[config.mk]
export PLATFORM = sky130hd
export DESIGN_NAME = arta_timer_ctrl
export DESIGN_NICKNAME = d
export VERILOG_FILES = /design/src/design/arta_pkg.sv /design/src/design/arta_edge_det.sv /design/src/design/arta_timer_ctrl.sv /design/src/design/arta_word_reg.sv
export SDC_FILE = /design/constraint.sdc
export NUM_CORES = 1
export LEC_CHECK = 0
export ABC_AREA = 1
export CAP_MARGIN = 5
export CORE_MARGIN = 5
export CORE_UTILIZATION = 25
export CTS_CLUSTER_SIZE = 14
export DETAILED_ROUTE_END_ITERATION = 7
export DONT_BUFFER_PORTS = 1
export GPL_TIMING_DRIVEN = 1
export PLACE_DENSITY = 0.48
export SYNTH_ARGS = -nofsm -noshare
export SYNTH_HDL_FRONTEND = slang
export SYNTH_SLANG_ARGS = --single-unit
[constraint.sdc]
create_clock -name core_clk -period 1.9 [get_ports core_clk]
set_input_delay 0.285 -clock core_clk [delete_from_list [all_inputs] [get_ports core_clk]]
set_output_delay 0.285 -clock core_clk [all_outputs]
set_load 0.1 [all_outputs]
[src/design/arta_pkg.sv]
// Package for the auto-reload timer control block: register indices,
// field positions, access masks, reset values and shared types.
// Assumes an APB slave with byte address = four times the register index.
`default_nettype none
package arta_pkg;
  localparam int ADDR_W = 12;
  // Register indices; byte address is index times four
  localparam logic [7:0] IDX_MASK_LO = 8'hE0;
  localparam logic [7:0] IDX_CAP1_CTRL = 8'hE1;
  localparam logic [7:0] IDX_CAP2_CTRL = 8'hE2;
  localparam logic [7:0] IDX_OUT_CTRL = 8'hE3;
  localparam logic [7:0] IDX_TIMER_CTRL = 8'hE8;
  localparam logic [7:0] IDX_RLD_HI = 8'hE9;
  localparam logic [7:0] IDX_RLD_LO = 8'hEA;
  localparam logic [7:0] IDX_CAP_HI = 8'hEB;
  localparam logic [7:0] IDX_CAP_LO = 8'hEC;
  localparam logic [7:0] IDX_CMP_HI = 8'hED;
  localparam logic [7:0] IDX_CMP_LO = 8'hEE;
  localparam logic [7:0] IDX_MASK_HI = 8'hEF;
  // timer control fields
  localparam int T_PSC_LO = 6;
  localparam int T_RELOAD = 5;
  localparam int T_RUN = 4;
  localparam int T_OVF_IEN = 3;
  localparam int T_OVF_FLG = 2;
  localparam int T_OVF_MODE = 1;
  // capture_one_status_control fields
  localparam int C1_ERR1 = 6;
  localparam int C1_ERR2 = 5;
  localparam int C1_IEN = 4;
  localparam int C1_FLG = 3;
  localparam int C1_POL = 2;
  localparam int C1_RSEL_LO = 0;
  // capture_two_compare_status_control fields
  localparam int C2_POL = 7;
  localparam int C2_IEN = 6;
  localparam int C2_FLG = 5;
  localparam int C2_CMP_IEN = 4;
  localparam int C2_CMP_FLG = 3;
  localparam int C2_ZERO_IEN = 2;
  localparam int C2_ZERO_FLG = 1;
  localparam int C2_WAVE_MODE = 0;
  // output_pin_control fields
  localparam int O_OVF_POL = 3;
  localparam int O_OVF_EN = 2;
  localparam int O_WAVE_POL = 1;
  localparam int O_WAVE_EN = 0;
  // Plain read/write bits and write-zero-to-clear flags per register
  localparam logic [7:0] TIMER_RW_MASK = 8'hFA;
  localparam logic [7:0] TIMER_FLG_MASK = 8'h04;
  localparam logic [7:0] CAP1_RW_MASK = 8'h17;
  localparam logic [7:0] CAP1_FLG_MASK = 8'h68;
  localparam logic [7:0] CAP2_RW_MASK = 8'hD5;
  localparam logic [7:0] CAP2_FLG_MASK = 8'h2A;
  localparam logic [7:0] OUT_RW_MASK = 8'h0F;
  localparam logic [7:0] BYTE_RESET = 8'h00;
  localparam logic [15:0] WORD_RESET = 16'h0000;
  typedef enum logic [1:0] {
    RLD_BY_RUN = 2'b00,
    RLD_BY_CAP1 = 2'b01,
    RLD_BY_CAP2 = 2'b10,
    RLD_OFF = 2'b11
  } arta_rld_src_t;
  typedef struct packed {
    logic wrHi;
    logic wrLo;
    logic [7:0] data;
  } arta_byte_wr_t;
endpackage : arta_pkg
`default_nettype wire

[src/design/arta_edge_det.sv]
// Selectable-polarity edge detector for one capture input.
// Assumes the pin is already synchronous to core_clk.
`default_nettype none
module arta_edge_det (
  input wire logic core_clk,
  input wire logic rst_n,
  input wire logic pinIn,
  input wire logic risingSel,
  input wire logic enable,
  output logic edgePulse
);
  logic prev;

  always_ff @(posedge core_clk or negedge rst_n) begin
    if (!rst_n) begin
      prev <= 1'b0;
    end else begin
      prev <= pinIn;
    end
  end

  // Disabled while stopped so a stale level cannot fake an edge at start
  always_comb begin
    edgePulse = enable & (risingSel ? (pinIn & ~prev) : (~pinIn & prev));
  end
endmodule : arta_edge_det
`default_nettype wire

[src/design/arta_timer_ctrl.sv]
// Control, status, capture and output logic of a 16-bit auto-reload timer.
// Assumes an external down counter supplying its value and overflow pulse;
// capture pins are synchronous to core_clk; APB with no wait states.
//
// Notes on behaviour
// - Extra first-input event while its flag is set raises first error; clear only
// - First error set blocks further first-input events; clear both together
// - Extra second-input event while its flag is set raises second error
// - Second error set blocks further second-input events
// - First-input event sets first flag until cleared; writing one never sets
// - First second-input event sets second flag and captures the counter
// - First polarity bit: zero falling edge, one rising edge
// - Second polarity bit: zero falling edge, one rising edge
// - Reload source: run bit, first input, second input, or none
// - Masked compare: counter and mask equals compare and mask
// - Masked zero: counter and mask equals zero
// - Compare flag set on masked compare; software only clears it
// - Zero flag set on masked zero only while running
// - Each flag reaches the interrupt only with its enable set
// - Wave output: set on zero, reset on compare; toggle mode on compare
// - Wave polarity one inverts set and reset; idle level one
// - Wave enable zero holds output at its polarity level
// - Overflow polarity zero sets on overflow; one resets; idle at polarity
// - Overflow enable zero holds output at its polarity level
// - High byte writes go to a latch; low byte write loads both
// - High byte reads return the register, not the latch
// - Reload word writable only with reload enabled; capture word read only
// - Overflow set mode follows flag; toggle mode toggles each overflow
// - Reload disabled makes reload word a capture target on first input
`default_nettype none
module arta_timer_ctrl (
  input wire logic core_clk,
  input wire logic rst_n,
  input wire logic psel,
  input wire logic penable,
  input wire logic pwrite,
  input wire logic [arta_pkg::ADDR_W-1:0] paddr,
  input wire logic [31:0] pwdata,
  output logic [31:0] prdata,
  output logic pready,
  output logic pslverr,
  input wire logic [15:0] downCounter,
  input wire logic counterOverflow,
  input wire logic firstCaptureInput,
  input wire logic secondCaptureInput,
  output logic [1:0] prescaleSel,
  output logic runOrClearCounter,
  output logic reloadEnable,
  output logic reloadStrobe,
  output logic [15:0] reloadValue,
  output logic timerIrq,
  output logic waveOut,
  output logic overflowOutPin
);
  logic [7:0] timerCtrl, capOneCtrl, capTwoCtrl, outCtrl;
  logic [7:0] next_timerCtrl, next_capOneCtrl, next_capTwoCtrl, next_outCtrl;
  logic [31:0] next_prdata;
  logic next_pready, next_pslverr, next_reloadStrobe, next_timerIrq;
  logic next_waveOut, next_overflowOutPin;
  logic waveState, next_waveState, ovfToggle, next_ovfToggle;
  logic cmpPrev, zeroPrev;
  logic [7:0] regIdx;
  logic mapped, doWrite;
  logic [1:0] capEdge;
  logic [1:0] capPin;
  logic [1:0] capPol;
  logic cap1Ev, cap2Ev, cmpMatch, zeroMatch, cmpEv, zeroEv, runRise;
  logic [15:0] rlcpWord, cpWord, cmpWord, maskWord;
  arta_pkg::arta_byte_wr_t rlcpWr, cpWr, cmpWr, maskWr;
  arta_pkg::arta_rld_src_t rldSrc;

  assign prescaleSel = timerCtrl[arta_pkg::T_PSC_LO +: 2];
  assign runOrClearCounter = timerCtrl[arta_pkg::T_RUN];
  assign reloadEnable = timerCtrl[arta_pkg::T_RELOAD];
  assign reloadValue = rlcpWord;
  assign rldSrc = arta_pkg::arta_rld_src_t'(capOneCtrl[arta_pkg::C1_RSEL_LO +: 2]);

  // Address decode; only word-aligned indices in the map answer cleanly
  always_comb begin
    regIdx = paddr[9:2];
    mapped = (paddr[11:10] == 2'b00) && (paddr[1:0] == 2'b00) &&
      (((regIdx >= arta_pkg::IDX_MASK_LO) && (regIdx <= arta_pkg::IDX_OUT_CTRL)) ||
       ((regIdx >= arta_pkg::IDX_TIMER_CTRL) && (regIdx <= arta_pkg::IDX_MASK_HI)));
    doWrite = psel & penable & pready & pwrite & mapped;
  end

  // Capture inputs run only while the counter is enabled
  assign capPin = {secondCaptureInput, firstCaptureInput};
  assign capPol = {capTwoCtrl[arta_pkg::C2_POL], capOneCtrl[arta_pkg::C1_POL]};
  genvar ch;
  generate
    for (ch = 0; ch < 2; ch++) begin : gCapEdge
      arta_edge_det uEdge (
        .core_clk(core_clk),
        .rst_n(rst_n),
        .pinIn(capPin[ch]),
        .risingSel(capPol[ch]),
        .enable(timerCtrl[arta_pkg::T_RUN]),
        .edgePulse(capEdge[ch])
      );
    end
  endgenerate

  always_comb begin
    cap1Ev = capEdge[0] & ~capOneCtrl[arta_pkg::C1_ERR1];
    cap2Ev = capEdge[1] & ~capOneCtrl[arta_pkg::C1_ERR2];
    cmpMatch = (downCounter & maskWord) == (cmpWord & maskWord);
    zeroMatch = (downCounter & maskWord) == arta_pkg::WORD_RESET;
    cmpEv = cmpMatch & ~cmpPrev;
    // A counter held clear by the run bit does not count as zero
    zeroEv = zeroMatch & ~zeroPrev & timerCtrl[arta_pkg::T_RUN];
    runRise = doWrite && (regIdx == arta_pkg::IDX_TIMER_CTRL) &&
      pwdata[arta_pkg::T_RUN] && !timerCtrl[arta_pkg::T_RUN];
  end

  // Byte write strobes for the 16-bit registers
  always_comb begin
    rlcpWr = '{wrHi: 1'b0, wrLo: 1'b0, data: pwdata[7:0]};
    cpWr = '{wrHi: 1'b0, wrLo: 1'b0, data: pwdata[7:0]};
    cmpWr = '{wrHi: 1'b0, wrLo: 1'b0, data: pwdata[7:0]};
    maskWr = '{wrHi: 1'b0, wrLo: 1'b0, data: pwdata[7:0]};
    if (doWrite) begin
      rlcpWr.wrHi = (regIdx == arta_pkg::IDX_RLD_HI) & reloadEnable;
      rlcpWr.wrLo = (regIdx == arta_pkg::IDX_RLD_LO) & reloadEnable;
      cmpWr.wrHi = regIdx == arta_pkg::IDX_CMP_HI;
      cmpWr.wrLo = regIdx == arta_pkg::IDX_CMP_LO;
      maskWr.wrHi = regIdx == arta_pkg::IDX_MASK_HI;
      maskWr.wrLo = regIdx == arta_pkg::IDX_MASK_LO;
    end
  end

  arta_word_reg uRlcp (
    .core_clk(core_clk),
    .rst_n(rst_n),
    .wr(rlcpWr),
    .hwLoad(cap1Ev & ~capOneCtrl[arta_pkg::C1_FLG] & ~reloadEnable),
    .hwValue(downCounter),
    .word(rlcpWord)
  );
  arta_word_reg uCp (
    .core_clk(core_clk),
    .rst_n(rst_n),
    .wr(cpWr),
    .hwLoad(cap2Ev & ~capTwoCtrl[arta_pkg::C2_FLG]),
    .hwValue(downCounter),
    .word(cpWord)
  );
  arta_word_reg uCmp (
    .core_clk(core_clk),
    .rst_n(rst_n),
    .wr(cmpWr),
    .hwLoad(1'b0),
    .hwValue(arta_pkg::WORD_RESET),
    .word(cmpWord)
  );
  arta_word_reg uMask (
    .core_clk(core_clk),
    .rst_n(rst_n),
    .wr(maskWr),
    .hwLoad(1'b0),
    .hwValue(arta_pkg::WORD_RESET),
    .word(maskWord)
  );

  // Control and flag registers; hardware sets are applied after the
  // software clear so an event in the clearing cycle is kept
  always_comb begin
    next_timerCtrl = timerCtrl;
    next_capOneCtrl = capOneCtrl;
    next_capTwoCtrl = capTwoCtrl;
    next_outCtrl = outCtrl;
    if (doWrite) begin
      case (regIdx)
        arta_pkg::IDX_TIMER_CTRL: next_timerCtrl = (pwdata[7:0] & arta_pkg::TIMER_RW_MASK) |
          (timerCtrl & pwdata[7:0] & arta_pkg::TIMER_FLG_MASK);
        arta_pkg::IDX_CAP1_CTRL: next_capOneCtrl = (pwdata[7:0] & arta_pkg::CAP1_RW_MASK) |
          (capOneCtrl & pwdata[7:0] & arta_pkg::CAP1_FLG_MASK);
        arta_pkg::IDX_CAP2_CTRL: next_capTwoCtrl = (pwdata[7:0] & arta_pkg::CAP2_RW_MASK) |
          (capTwoCtrl & pwdata[7:0] & arta_pkg::CAP2_FLG_MASK);
        arta_pkg::IDX_OUT_CTRL: next_outCtrl = pwdata[7:0] & arta_pkg::OUT_RW_MASK;
        default: ;
      endcase
    end
    if (counterOverflow) begin
      next_timerCtrl[arta_pkg::T_OVF_FLG] = 1'b1;
    end
    if (cap1Ev) begin
      if (capOneCtrl[arta_pkg::C1_FLG]) begin
        next_capOneCtrl[arta_pkg::C1_ERR1] = 1'b1;
      end else begin
        next_capOneCtrl[arta_pkg::C1_FLG] = 1'b1;
      end
    end
    if (cap2Ev) begin
      if (capTwoCtrl[arta_pkg::C2_FLG]) begin
        next_capOneCtrl[arta_pkg::C1_ERR2] = 1'b1;
      end else begin
        next_capTwoCtrl[arta_pkg::C2_FLG] = 1'b1;
      end
    end
    if (cmpEv) begin
      next_capTwoCtrl[arta_pkg::C2_CMP_FLG] = 1'b1;
    end
    if (zeroEv) begin
      next_capTwoCtrl[arta_pkg::C2_ZERO_FLG] = 1'b1;
    end
  end

  // Reload trigger, interrupt and pins
  always_comb begin
    next_reloadStrobe = 1'b0;
    case (rldSrc)
      arta_pkg::RLD_BY_RUN: next_reloadStrobe = runRise;
      arta_pkg::RLD_BY_CAP1: next_reloadStrobe = cap1Ev;
      arta_pkg::RLD_BY_CAP2: next_reloadStrobe = cap2Ev;
      default: next_reloadStrobe = 1'b0;
    endcase
    next_reloadStrobe = next_reloadStrobe & reloadEnable;
    next_timerIrq =
      (capOneCtrl[arta_pkg::C1_FLG] & capOneCtrl[arta_pkg::C1_IEN]) |
      (capTwoCtrl[arta_pkg::C2_FLG] & capTwoCtrl[arta_pkg::C2_IEN]) |
      (timerCtrl[arta_pkg::T_OVF_FLG] & timerCtrl[arta_pkg::T_OVF_IEN]) |
      (capTwoCtrl[arta_pkg::C2_CMP_FLG] & capTwoCtrl[arta_pkg::C2_CMP_IEN]) |
      (capTwoCtrl[arta_pkg::C2_ZERO_FLG] & capTwoCtrl[arta_pkg::C2_ZERO_IEN]);
    next_waveState = waveState;
    if (capTwoCtrl[arta_pkg::C2_WAVE_MODE]) begin
      next_waveState = waveState ^ cmpEv;
    end else if (cmpEv) begin
      next_waveState = 1'b0;
    end else if (zeroEv) begin
      next_waveState = 1'b1;
    end
    // Polarity inverts the active level, so set and reset swap roles
    next_waveOut = outCtrl[arta_pkg::O_WAVE_POL] ^
      (outCtrl[arta_pkg::O_WAVE_EN] & next_waveState);
    next_ovfToggle = ovfToggle ^ counterOverflow;
    next_overflowOutPin = outCtrl[arta_pkg::O_OVF_POL] ^ (outCtrl[arta_pkg::O_OVF_EN] &
      (timerCtrl[arta_pkg::T_OVF_MODE] ? next_ovfToggle :
       next_timerCtrl[arta_pkg::T_OVF_FLG]));
  end

  // APB: read data latched in setup, answer one cycle later
  always_comb begin
    next_pready = psel & ~penable;
    next_pslverr = psel & ~penable & ~mapped;
    next_prdata = 32'h0000_0000;
    if (psel && !penable) begin
      case (regIdx)
        arta_pkg::IDX_TIMER_CTRL: next_prdata[7:0] = timerCtrl;
        arta_pkg::IDX_CAP1_CTRL: next_prdata[7:0] = capOneCtrl;
        arta_pkg::IDX_CAP2_CTRL: next_prdata[7:0] = capTwoCtrl;
        arta_pkg::IDX_OUT_CTRL: next_prdata[7:0] = outCtrl;
        arta_pkg::IDX_RLD_HI: next_prdata[7:0] = rlcpWord[15:8];
        arta_pkg::IDX_RLD_LO: next_prdata[7:0] = rlcpWord[7:0];
        arta_pkg::IDX_CAP_HI: next_prdata[7:0] = cpWord[15:8];
        arta_pkg::IDX_CAP_LO: next_prdata[7:0] = cpWord[7:0];
        arta_pkg::IDX_CMP_HI: next_prdata[7:0] = cmpWord[15:8];
        arta_pkg::IDX_CMP_LO: next_prdata[7:0] = cmpWord[7:0];
        arta_pkg::IDX_MASK_HI: next_prdata[7:0] = maskWord[15:8];
        arta_pkg::IDX_MASK_LO: next_prdata[7:0] = maskWord[7:0];
        default: next_prdata = 32'h0000_0000;
      endcase
    end
  end

  always_ff @(posedge core_clk or negedge rst_n) begin
    if (!rst_n) begin
      timerCtrl <= arta_pkg::BYTE_RESET;
      capOneCtrl <= arta_pkg::BYTE_RESET;
      capTwoCtrl <= arta_pkg::BYTE_RESET;
      outCtrl <= arta_pkg::BYTE_RESET;
      prdata <= 32'h0000_0000;
      pready <= 1'b0;
      pslverr <= 1'b0;
      reloadStrobe <= 1'b0;
      timerIrq <= 1'b0;
      waveOut <= 1'b0;
      overflowOutPin <= 1'b0;
      waveState <= 1'b0;
      ovfToggle <= 1'b0;
      // Primed so a cleared counter after reset gives no compare event
      cmpPrev <= 1'b1;
      zeroPrev <= 1'b1;
    end else begin
      timerCtrl <= next_timerCtrl;
      capOneCtrl <= next_capOneCtrl;
      capTwoCtrl <= next_capTwoCtrl;
      outCtrl <= next_outCtrl;
      prdata <= next_prdata;
      pready <= next_pready;
      pslverr <= next_pslverr;
      reloadStrobe <= next_reloadStrobe;
      timerIrq <= next_timerIrq;
      waveOut <= next_waveOut;
      overflowOutPin <= next_overflowOutPin;
      waveState <= next_waveState;
      ovfToggle <= next_ovfToggle;
      cmpPrev <= cmpMatch;
      zeroPrev <= zeroMatch;
    end
  end
endmodule : arta_timer_ctrl
`default_nettype wire

[src/design/arta_word_reg.sv]
// 16-bit register written bytewise through a high-byte holding latch,
// with an optional hardware load that takes priority.
// Assumes high byte is written before low byte by software.
`default_nettype none
module arta_word_reg (
  input wire logic core_clk,
  input wire logic rst_n,
  input wire arta_pkg::arta_byte_wr_t wr,
  input wire logic hwLoad,
  input wire logic [15:0] hwValue,
  output logic [15:0] word
);
  logic [7:0] hiLatch;
  logic [7:0] next_hiLatch;
  logic [15:0] next_word;

  always_comb begin
    next_hiLatch = wr.wrHi ? wr.data : hiLatch;
    next_word = word;
    if (hwLoad) begin
      next_word = hwValue;
    end else if (wr.wrLo) begin
      next_word = {hiLatch, wr.data};
    end
  end

  always_ff @(posedge core_clk or negedge rst_n) begin
    if (!rst_n) begin
      hiLatch <= arta_pkg::BYTE_RESET;
      word <= arta_pkg::WORD_RESET;
    end else begin
      hiLatch <= next_hiLatch;
      word <= next_word;
    end
  end
endmodule : arta_word_reg
`default_nettype wire

==> results.txt, run 1 <==
Mux cell area share after synthesis -> 1.55%
Total Routed Length -> 21700 µm
Area Growth Syn to Fin -> 22.1%
Number of distinct library cells after synthesis -> 40
Final period demand of the worst path -> 1.75 ns
Main combinational cell family by area after synthesis -> simple AND/OR/NAND/NOR gates
Final hold vios -> 134
Initial DRC count -> 377
Crit path DAT -> 2.06 ns
Total setup buffers inserted after CTS -> 0
Max stage delay on crit path -> 0.44 ns
Number of remaining DRC errors -> 0
CTS sink count -> 134
Top cell family by delay on the critical path -> simple AND/OR/NAND/NOR gates
Fillers -> 2857
YS warnings -> 0
Synth Area in Compound Gates -> 12.0%
RSZ-0062 raised after global routing -> no
Power density cells -> 996 nW/µm²
WL per Instance -> 16.7 µm
Die width -> 175 µm
DP Wirelength -> 16300 µm
Core area -> 26800 µm²
Clk slew on worst S/H paths -> 0.06 ns
Vias/cell -> 4.46
GRT Resource Usage Total -> 14.2%
Adder-cell share of the synthesized area -> 0%
Cell mode on critical path -> nand2_1
Root buffer cell -> clkbuf_16
Max FO, Critical Path -> 4
CP endpoint kind -> flop
Antenna violations before repair -> 0
ANT cells -> 0
Slowest-stage cell, CP -> dfrtp_1
Simple-gate portion of the synthesized area -> 25.9%
Worst min-delay path class -> primary input to asynchronous set/reset pin
Routed via count -> 5783
Mapped cell area -> 6770 µm²
Util after Layout -> 30.9%
Area occupied by multi-input gates -> 2780 µm²
Setup tns final -> 0 ns
Critical Path, Cell by Cell -> nand2_1 -> nand2_1 -> nor2_1 -> nand2_1 -> nor2_1 -> nand2_1 -> o21ai_0 -> nand2_1 -> nand2_1 -> nand2_1 -> nand2_1 -> nand2_1
R2R depth -> 12
Io pins -> 126
Gpl congestion -> 0.864
First-pass GRT wire length -> 33100 µm
Crit path from -> uMask.word[8]
CTS tree -> done
Sequential cell area -> 3360 µm²
Max_cap viols -> 0
Layout cells sized above 1 -> 12.3%
Hold Buf Count CTS -> 20
GR Overflow Total -> 0
Total iterations of the first detailed-routing run -> 6
ANT nets after route -> 0
Worst skew pair latency -> 0.42 ns
Largest net degree at the start of global routing -> 135
Worst r2r dst -> waveOut
VDD IR max -> 0.000436 V
H-tree Lvls -> 4
Hold_ws -> -0.436 ns
Worst R2R Start -> uMask.word[8]
Final Max Slew Viols -> 0
DIE AREA -> 30500 µm²
PortBufs -> 0
Failing checks -> hold timing
Seq/Total Area, Yosys -> 49.5%
Post-Route Skew -> 0.00983 ns
Die Ht -> 175 µm
Fin crit share -> 92.0%
Final net count -> 1013
Static Leakage -> 4.03 nW
Vias in the first global route -> 5331
Register bit total from synthesis -> 134
CP bufs+invs -> 0
Setup crit start kind -> flop
Status -> complete, but fails checks
Mapped Cells -> 873
Flop2flop setup slack -> 0.15 ns
Synth Area in XOR/XNOR -> 0.129%
FP Rows -> 60
Initial Util -> 25.3%
Endpoints failing setup -> 0
Achievable frequency -> 572 MHz
Critical Setup Path Class -> flop to flop
Total CTS buffers -> 17
CTS max path bufs -> 2
Required time of the critical path -> 2.21 ns
Syn_area_per_cell -> 7.76 µm²
cells in the final DEF (no fill, tap or decap), types with 3 or more instances in the layout:
cell type      Yosys  final
nor3_1             3      3
a211oi_1           5      5
a21oi_1            5      5
o22ai_1           13     13
inv_2              3      4
o21ai_0          111    111
nor2_1            47     46
clkinvlp_4         0      3
clkinv_2           0      4
dlygate4sd3_1      0     20
nand2_1          287    287
dfrtp_1          132    129
mux2_4             4      4
inv_1            112    111
buf_4             26     50
mux2_2             4      4
clkbuf_16          0     17
conb_1             1     24
o21ai_1           12     12
nand4_1            7      7
nor3_2             3      3
nand3_1           54     54
buf_12             0      6
flip-flops by register name (all words and copies together) (netlist names), 2 cells and up:
register             flops
capOneCtrl               7
capTwoCtrl               8
gCapEdge.uEdge.prev      2
outCtrl                  4
prdata                   8
timerCtrl                7
uCmp.hiLatch             8
uCmp.word               16
uCp.word                16
uMask.hiLatch            8
uMask.word              16
uRlcp.hiLatch            8
uRlcp.word              16
per-stage QoR:
step	cells	power, mW	hold WS, ns	instance area (µm²)	setup WS [ns]
floorplan	896	4.69	-0.0106	6870	0.0144
finish	1298	8.24	-0.436	8270	0.152
CTS	1298	8.31	-0.449	8260	0.0945
detailed placement	1247	5.03	0.00348	7490	0.0970
global placement	1247	5.02	0.00390	7490	0.111
global route	1298	8.56	-0.453	8270	0.0308
cell usage after synthesis, drive strengths merged:
cell     count  area share (%)
conb         1           0.055
dfstp        2            0.78
dfrtp      132              49
o211ai       2            0.22
nor3b        1            0.18
nor3         7            0.91
buf         40             4.1
clkbuf       6            0.33
xor2         1            0.13
nor4         2            0.41
a21oi        5            0.37
mux2         8             1.6
nand4        9             1.0
o22ai       13             1.2
nand2      290              16
o21ai      123             9.1
inv        115             6.4
a22o         2            0.26
nand3       55             4.1
a31oi        1           0.092
nand3b       1            0.11
and2         1           0.092
o2111ai      1            0.13
a211oi       5            0.55
a221oi       1            0.13
nor2        49             2.9
per-layer routing:
metal	vias to the layer above	global-route usage [%]	share of wire [%]
li1	2884	-	-
met1	2732	18.8	45
met2	147	23.1	47
met3	20	3.57	5.6
met4	0	4.32	1.7
met5	-	0	0
worst reg2reg max path, cell delays in order (launching register included):
cell     delay [ns]
dfrtp_1        0.44
nand2_1        0.10
nand2_1        0.08
nor2_1         0.10
nand2_1        0.06
nor2_1         0.24
nand2_1        0.13
o21ai_0        0.16
nand2_1        0.07
nand2_1        0.10
nand2_1        0.06
nand2_1        0.05
nand2_1        0.05
power by group:
part	switching (mW)	internal, mW	total (mW)
clock	1.26	1.95	3.22
combinational	1.37	0.336	1.71
sequential	0.147	3.16	3.31
logic make-up (layout without fill, tap and decap cells):
kind of cell    count (synthesis)  count (layout)
simple gates                  415             415
buf+inv                       161             222
compound gates                153             153
flops                         134             134
mux                             8               8
other cells                     1              24
xor+xnor                        1               1
how the worst max path moves through the flow:
stage               cells past startpoint        endpoint  slack [ns]
floorplan                               8  uRlcp.word[12]        0.01
global placement                        7  uRlcp.word[12]        0.11
detailed placement                      8   capOneCtrl[5]         0.1
CTS                                     7   uRlcp.word[2]        0.09
global route                            8   uRlcp.word[3]        0.03
finish                                 12         waveOut        0.15
repair_timing:
action                     4_1_cts  5_1_grt
hold endpoints to repair       156      134
gates resized for setup          0        2
setup endpoints to repair        0        4
cell type report:
| cell class | instances | share of cell area, % |
|---|---|---|
| timing repair buffer | 76 | 8.41 |
| sequential | 134 | 40.7 |
| inverter | 115 | 5.22 |
| clock inverter | 12 | 1.56 |
| tap | 341 | 5.16 |
| multi-input combinational | 601 | 33.6 |
| clock buffer | 19 | 5.36 |
(Power assumes the default switching activity.)
==> inputs of run 2 (changes only) <==
--- a/config.mk
+++ b/config.mk
@@ -13,7 +13,7 @@
 export DETAILED_ROUTE_END_ITERATION = 7
 export DONT_BUFFER_PORTS = 1
 export GPL_TIMING_DRIVEN = 1
-export PLACE_DENSITY = 0.48
+export PLACE_DENSITY = 0.5
 export SYNTH_ARGS = -nofsm -noshare
 export SYNTH_HDL_FRONTEND = slang
 export SYNTH_SLANG_ARGS = --single-unit
==> constraint.sdc (replaced) <==
create_clock -name core_clk -period 1.6 [get_ports core_clk]
set_input_delay 0.24 -clock core_clk [delete_from_list [all_inputs] [get_ports core_clk]]
set_output_delay 0.24 -clock core_clk [all_outputs]
set_load 0.1 [all_outputs]
==> run 2 against run 1 <==
Against the previous run: the run ends with hold timing, setup timing left; clock power is 41% higher; critical path depth fell by 4; fmax grew 5.5%; clock-buffer cell count is 1 higher; clock skew fell by 0.0022 ns; core utilization increased by 3.3 points; cell count up 5.9%; sequential share of layout area decreased by 3.9 points; sequential cell count unchanged; wire length up 6.2%; highest routed layer unchanged.
==> results.txt, run 2 (synthesized netlist as in run 1, its figures left out) <==
CTS tree -> done
Post-Route Skew -> 0.00767 ns (-0.00215 ns)
Switch share -> 32.0% (-1.8 points)
WL per Instance -> 16.7 µm (+0.27%)
Total CTS buffers -> 17 (unchanged)
Crit path DAT -> 1.96 ns (-0.10 ns)
CP endpoint kind -> flop
GR Overflow Total -> 0 (unchanged)
GRT Resource Usage Total -> 15.1% (+0.88 points)
Top cell family by delay on the critical path -> buffers and inverters
Die width -> 175 µm (unchanged)
Cell area after placement -> 7990 µm² (+6.6%)
Vias/cell -> 4.43 (-0.52%)
CP bufs+invs -> 4 (+4)
Util after Layout -> 34.2% (+3.3 points)
Clk slew on worst S/H paths -> 0.06 ns (about the same)
Root buffer cell -> clkbuf_16
Final setup margin -> -0.0569 ns (-0.209 ns)
Worst R2R Start -> timerCtrl[4]
Final net count -> 1089 (+7.5%)
Commonest cells after routing, fill and taps aside -> nand2_1 (279), dfrtp_1 (129), buf_4 (116), inv_1 (106), o21ai_0 (94)
CTS max path bufs -> 2 (unchanged)
Net Sw Power -> 3.40 mW (+22%)
Core area -> 26800 µm² (unchanged)
Flop pwr share -> 37.6% (-2.6 points)
Slowest-stage cell, CP -> dfrtp_4
Final hold vios -> 134 (unchanged)
Required time of the critical path -> 1.91 ns (-0.30 ns)
H-tree Lvls -> 4 (unchanged)
Vias in the first global route -> 5878 (+10%)
Area Growth Syn to Fin -> 35.3%
Endpoints failing setup -> 16 (+16)
Gpl congestion -> 0.865 (about the same)
Initial DRC count -> 544 (+44%)
Critical Setup Path Class -> flop to flop
Setup crit start kind -> flop
Achievable frequency -> 604 MHz (+5.5%)
Hold_ws -> -0.475 ns (-0.0395 ns)
PortBufs -> 0 (unchanged)
Die Ht -> 175 µm (unchanged)
ANT nets after route -> 0 (unchanged)
Total iterations of the first detailed-routing run -> 5 (-1)
Io pins -> 126 (unchanged)
Logic gate share of total power -> 19.6% (-1.2 points)
DP Wirelength -> 16900 µm (+3.3%)
Final Max Slew Viols -> 0 (unchanged)
CTS sink count -> 134 (unchanged)
RSZ-0062 raised after global routing -> yes
Worst skew pair latency -> 0.42 ns (about the same)
Routed via count -> 6094 (+5.4%)
Max stage delay on crit path -> 0.43 ns (about the same)
Cell mode on critical path -> buf_6
Flop2flop setup slack -> -0.06 ns (-0.21 ns)
Power density cells -> 1160 nW/µm² (+16%)
Largest net degree at the start of global routing -> 135 (unchanged)
Status -> complete, but fails checks
Static Leakage -> 4.52 nW (+12%)
Worst min-delay path class -> primary input to asynchronous set/reset pin
DIE AREA -> 30500 µm² (unchanged)
Number of remaining DRC errors -> 0 (unchanged)
First-pass GRT wire length -> 35100 µm (+6.1%)
Clock power share -> 42.8% (+3.7 points)
FP Rows -> 60 (unchanged)
Failing checks -> hold timing, setup timing
Critical Path, Cell by Cell -> inv_6 -> nor4_4 -> nand3b_1 -> buf_6 -> bufbuf_16 -> buf_6 -> nand3_1 -> nand2_1
Power, Total -> 10.6 mW (+29%)
Setup tns final -> -0.549 ns (-0.549 ns)
Max FO, Critical Path -> 5 (+1)
VDD IR max -> 0.000617 V (+42%)
Worst r2r dst -> uRlcp.word[10]
Hold Buf Count CTS -> 21 (+5.0%)
Final Instance Area -> 9160 µm² (+11%)
ANT cells -> 0 (unchanged)
Initial Util -> 25.3% (unchanged)
R2R depth -> 8 (-4)
Max_cap viols -> 0 (unchanged)
Commonest non-fill, non-tap cell in the layout -> nand2_1
Fin crit share -> 104% (+12 points)
Total Routed Length -> 23000 µm (+6.2%)
Antenna violations before repair -> 0 (unchanged)
Int Pwr -> 7.22 mW (+32%)
Final period demand of the worst path -> 1.66 ns (-0.0911 ns)
Layout cells sized above 1 -> 20.8% (+8.5 points)
-- run 2: worst reg2reg max path, stage by stage (launching register included) --
cell and delay, ns:
dfrtp_4 0.43, inv_6 0.04, nor4_4 0.27, nand3b_1 0.12, buf_6 0.15, bufbuf_16 0.27, buf_6 0.12, nand3_1 0.07
nand2_1 0.06
-- run 2: layout make-up --
class | count | area [µm²]
Fill cell | 2791 | 17600
Multi-Input combinational cell | 601 | 2890
Clock buffer | 20 | 457
Sequential cell | 134 | 3360
Clock inverter | 12 | 224
Timing Repair Buffer | 152 | 1370
Inverter | 115 | 442
Tap cell | 341 | 427
-- run 2: worst max-delay path by stage --
stage / slack [ns] / startpoint / cells past startpoint / to
2_1_floorplan: -0.08 / pready / 7 / uRlcp.word[8]
5_1_grt: -0.16 / capOneCtrl[2] / 11 / uRlcp.word[14]
3_3_place_gp: -0.15 / paddr[6] / 11 / prdata[3]
4_1_cts: -0.04 / capOneCtrl[2] / 9 / uRlcp.word[13]
3_5_place_dp: -0.14 / paddr[6] / 11 / prdata[3]
6_report: -0.06 / timerCtrl[4] / 8 / uRlcp.word[10]
-- run 2: what timing repair did --
| item | CTS | global route |
|---|---|---|
| gates resized for setup | 20 | 29 |
| buffers inserted | 4 | 5 |
| hold endpoints to repair | 161 | 134 |
| pin swaps | 2 | 10 |
| gates cloned | 3 | 0 |
| endpoints found under the setup margin | 17 | 70 |
-- run 2: per-stage QoR --
step | setup WS, ns | cells
global placement | -0.153 | 1310
floorplan | -0.0788 | 896
CTS | -0.0424 | 1370
global route | -0.156 | 1375
finish | -0.0569 | 1375
detailed placement | -0.138 | 1310
-- run 2: metal layers --
metal	vias to the layer above	global-route usage [%]	part of all wire [%]
met5	-	0	0
met4	0	6.12	3.2
met3	35	3.96	6.1
met2	185	23.7	46
met1	2830	19.9	45
li1	3044	-	-
-- run 2: power groups by stage --
stage                     Combinational, mW  Sequential (mW)  Clock, mW
after global routing                   2.20             4.03       4.77
final                                  2.08             3.99       4.55
after CTS                              2.07             3.99       4.64
after global placement                 1.97             4.04          0
after detailed placement               1.98             4.04          0
after floorplan                       0.742             4.84          0
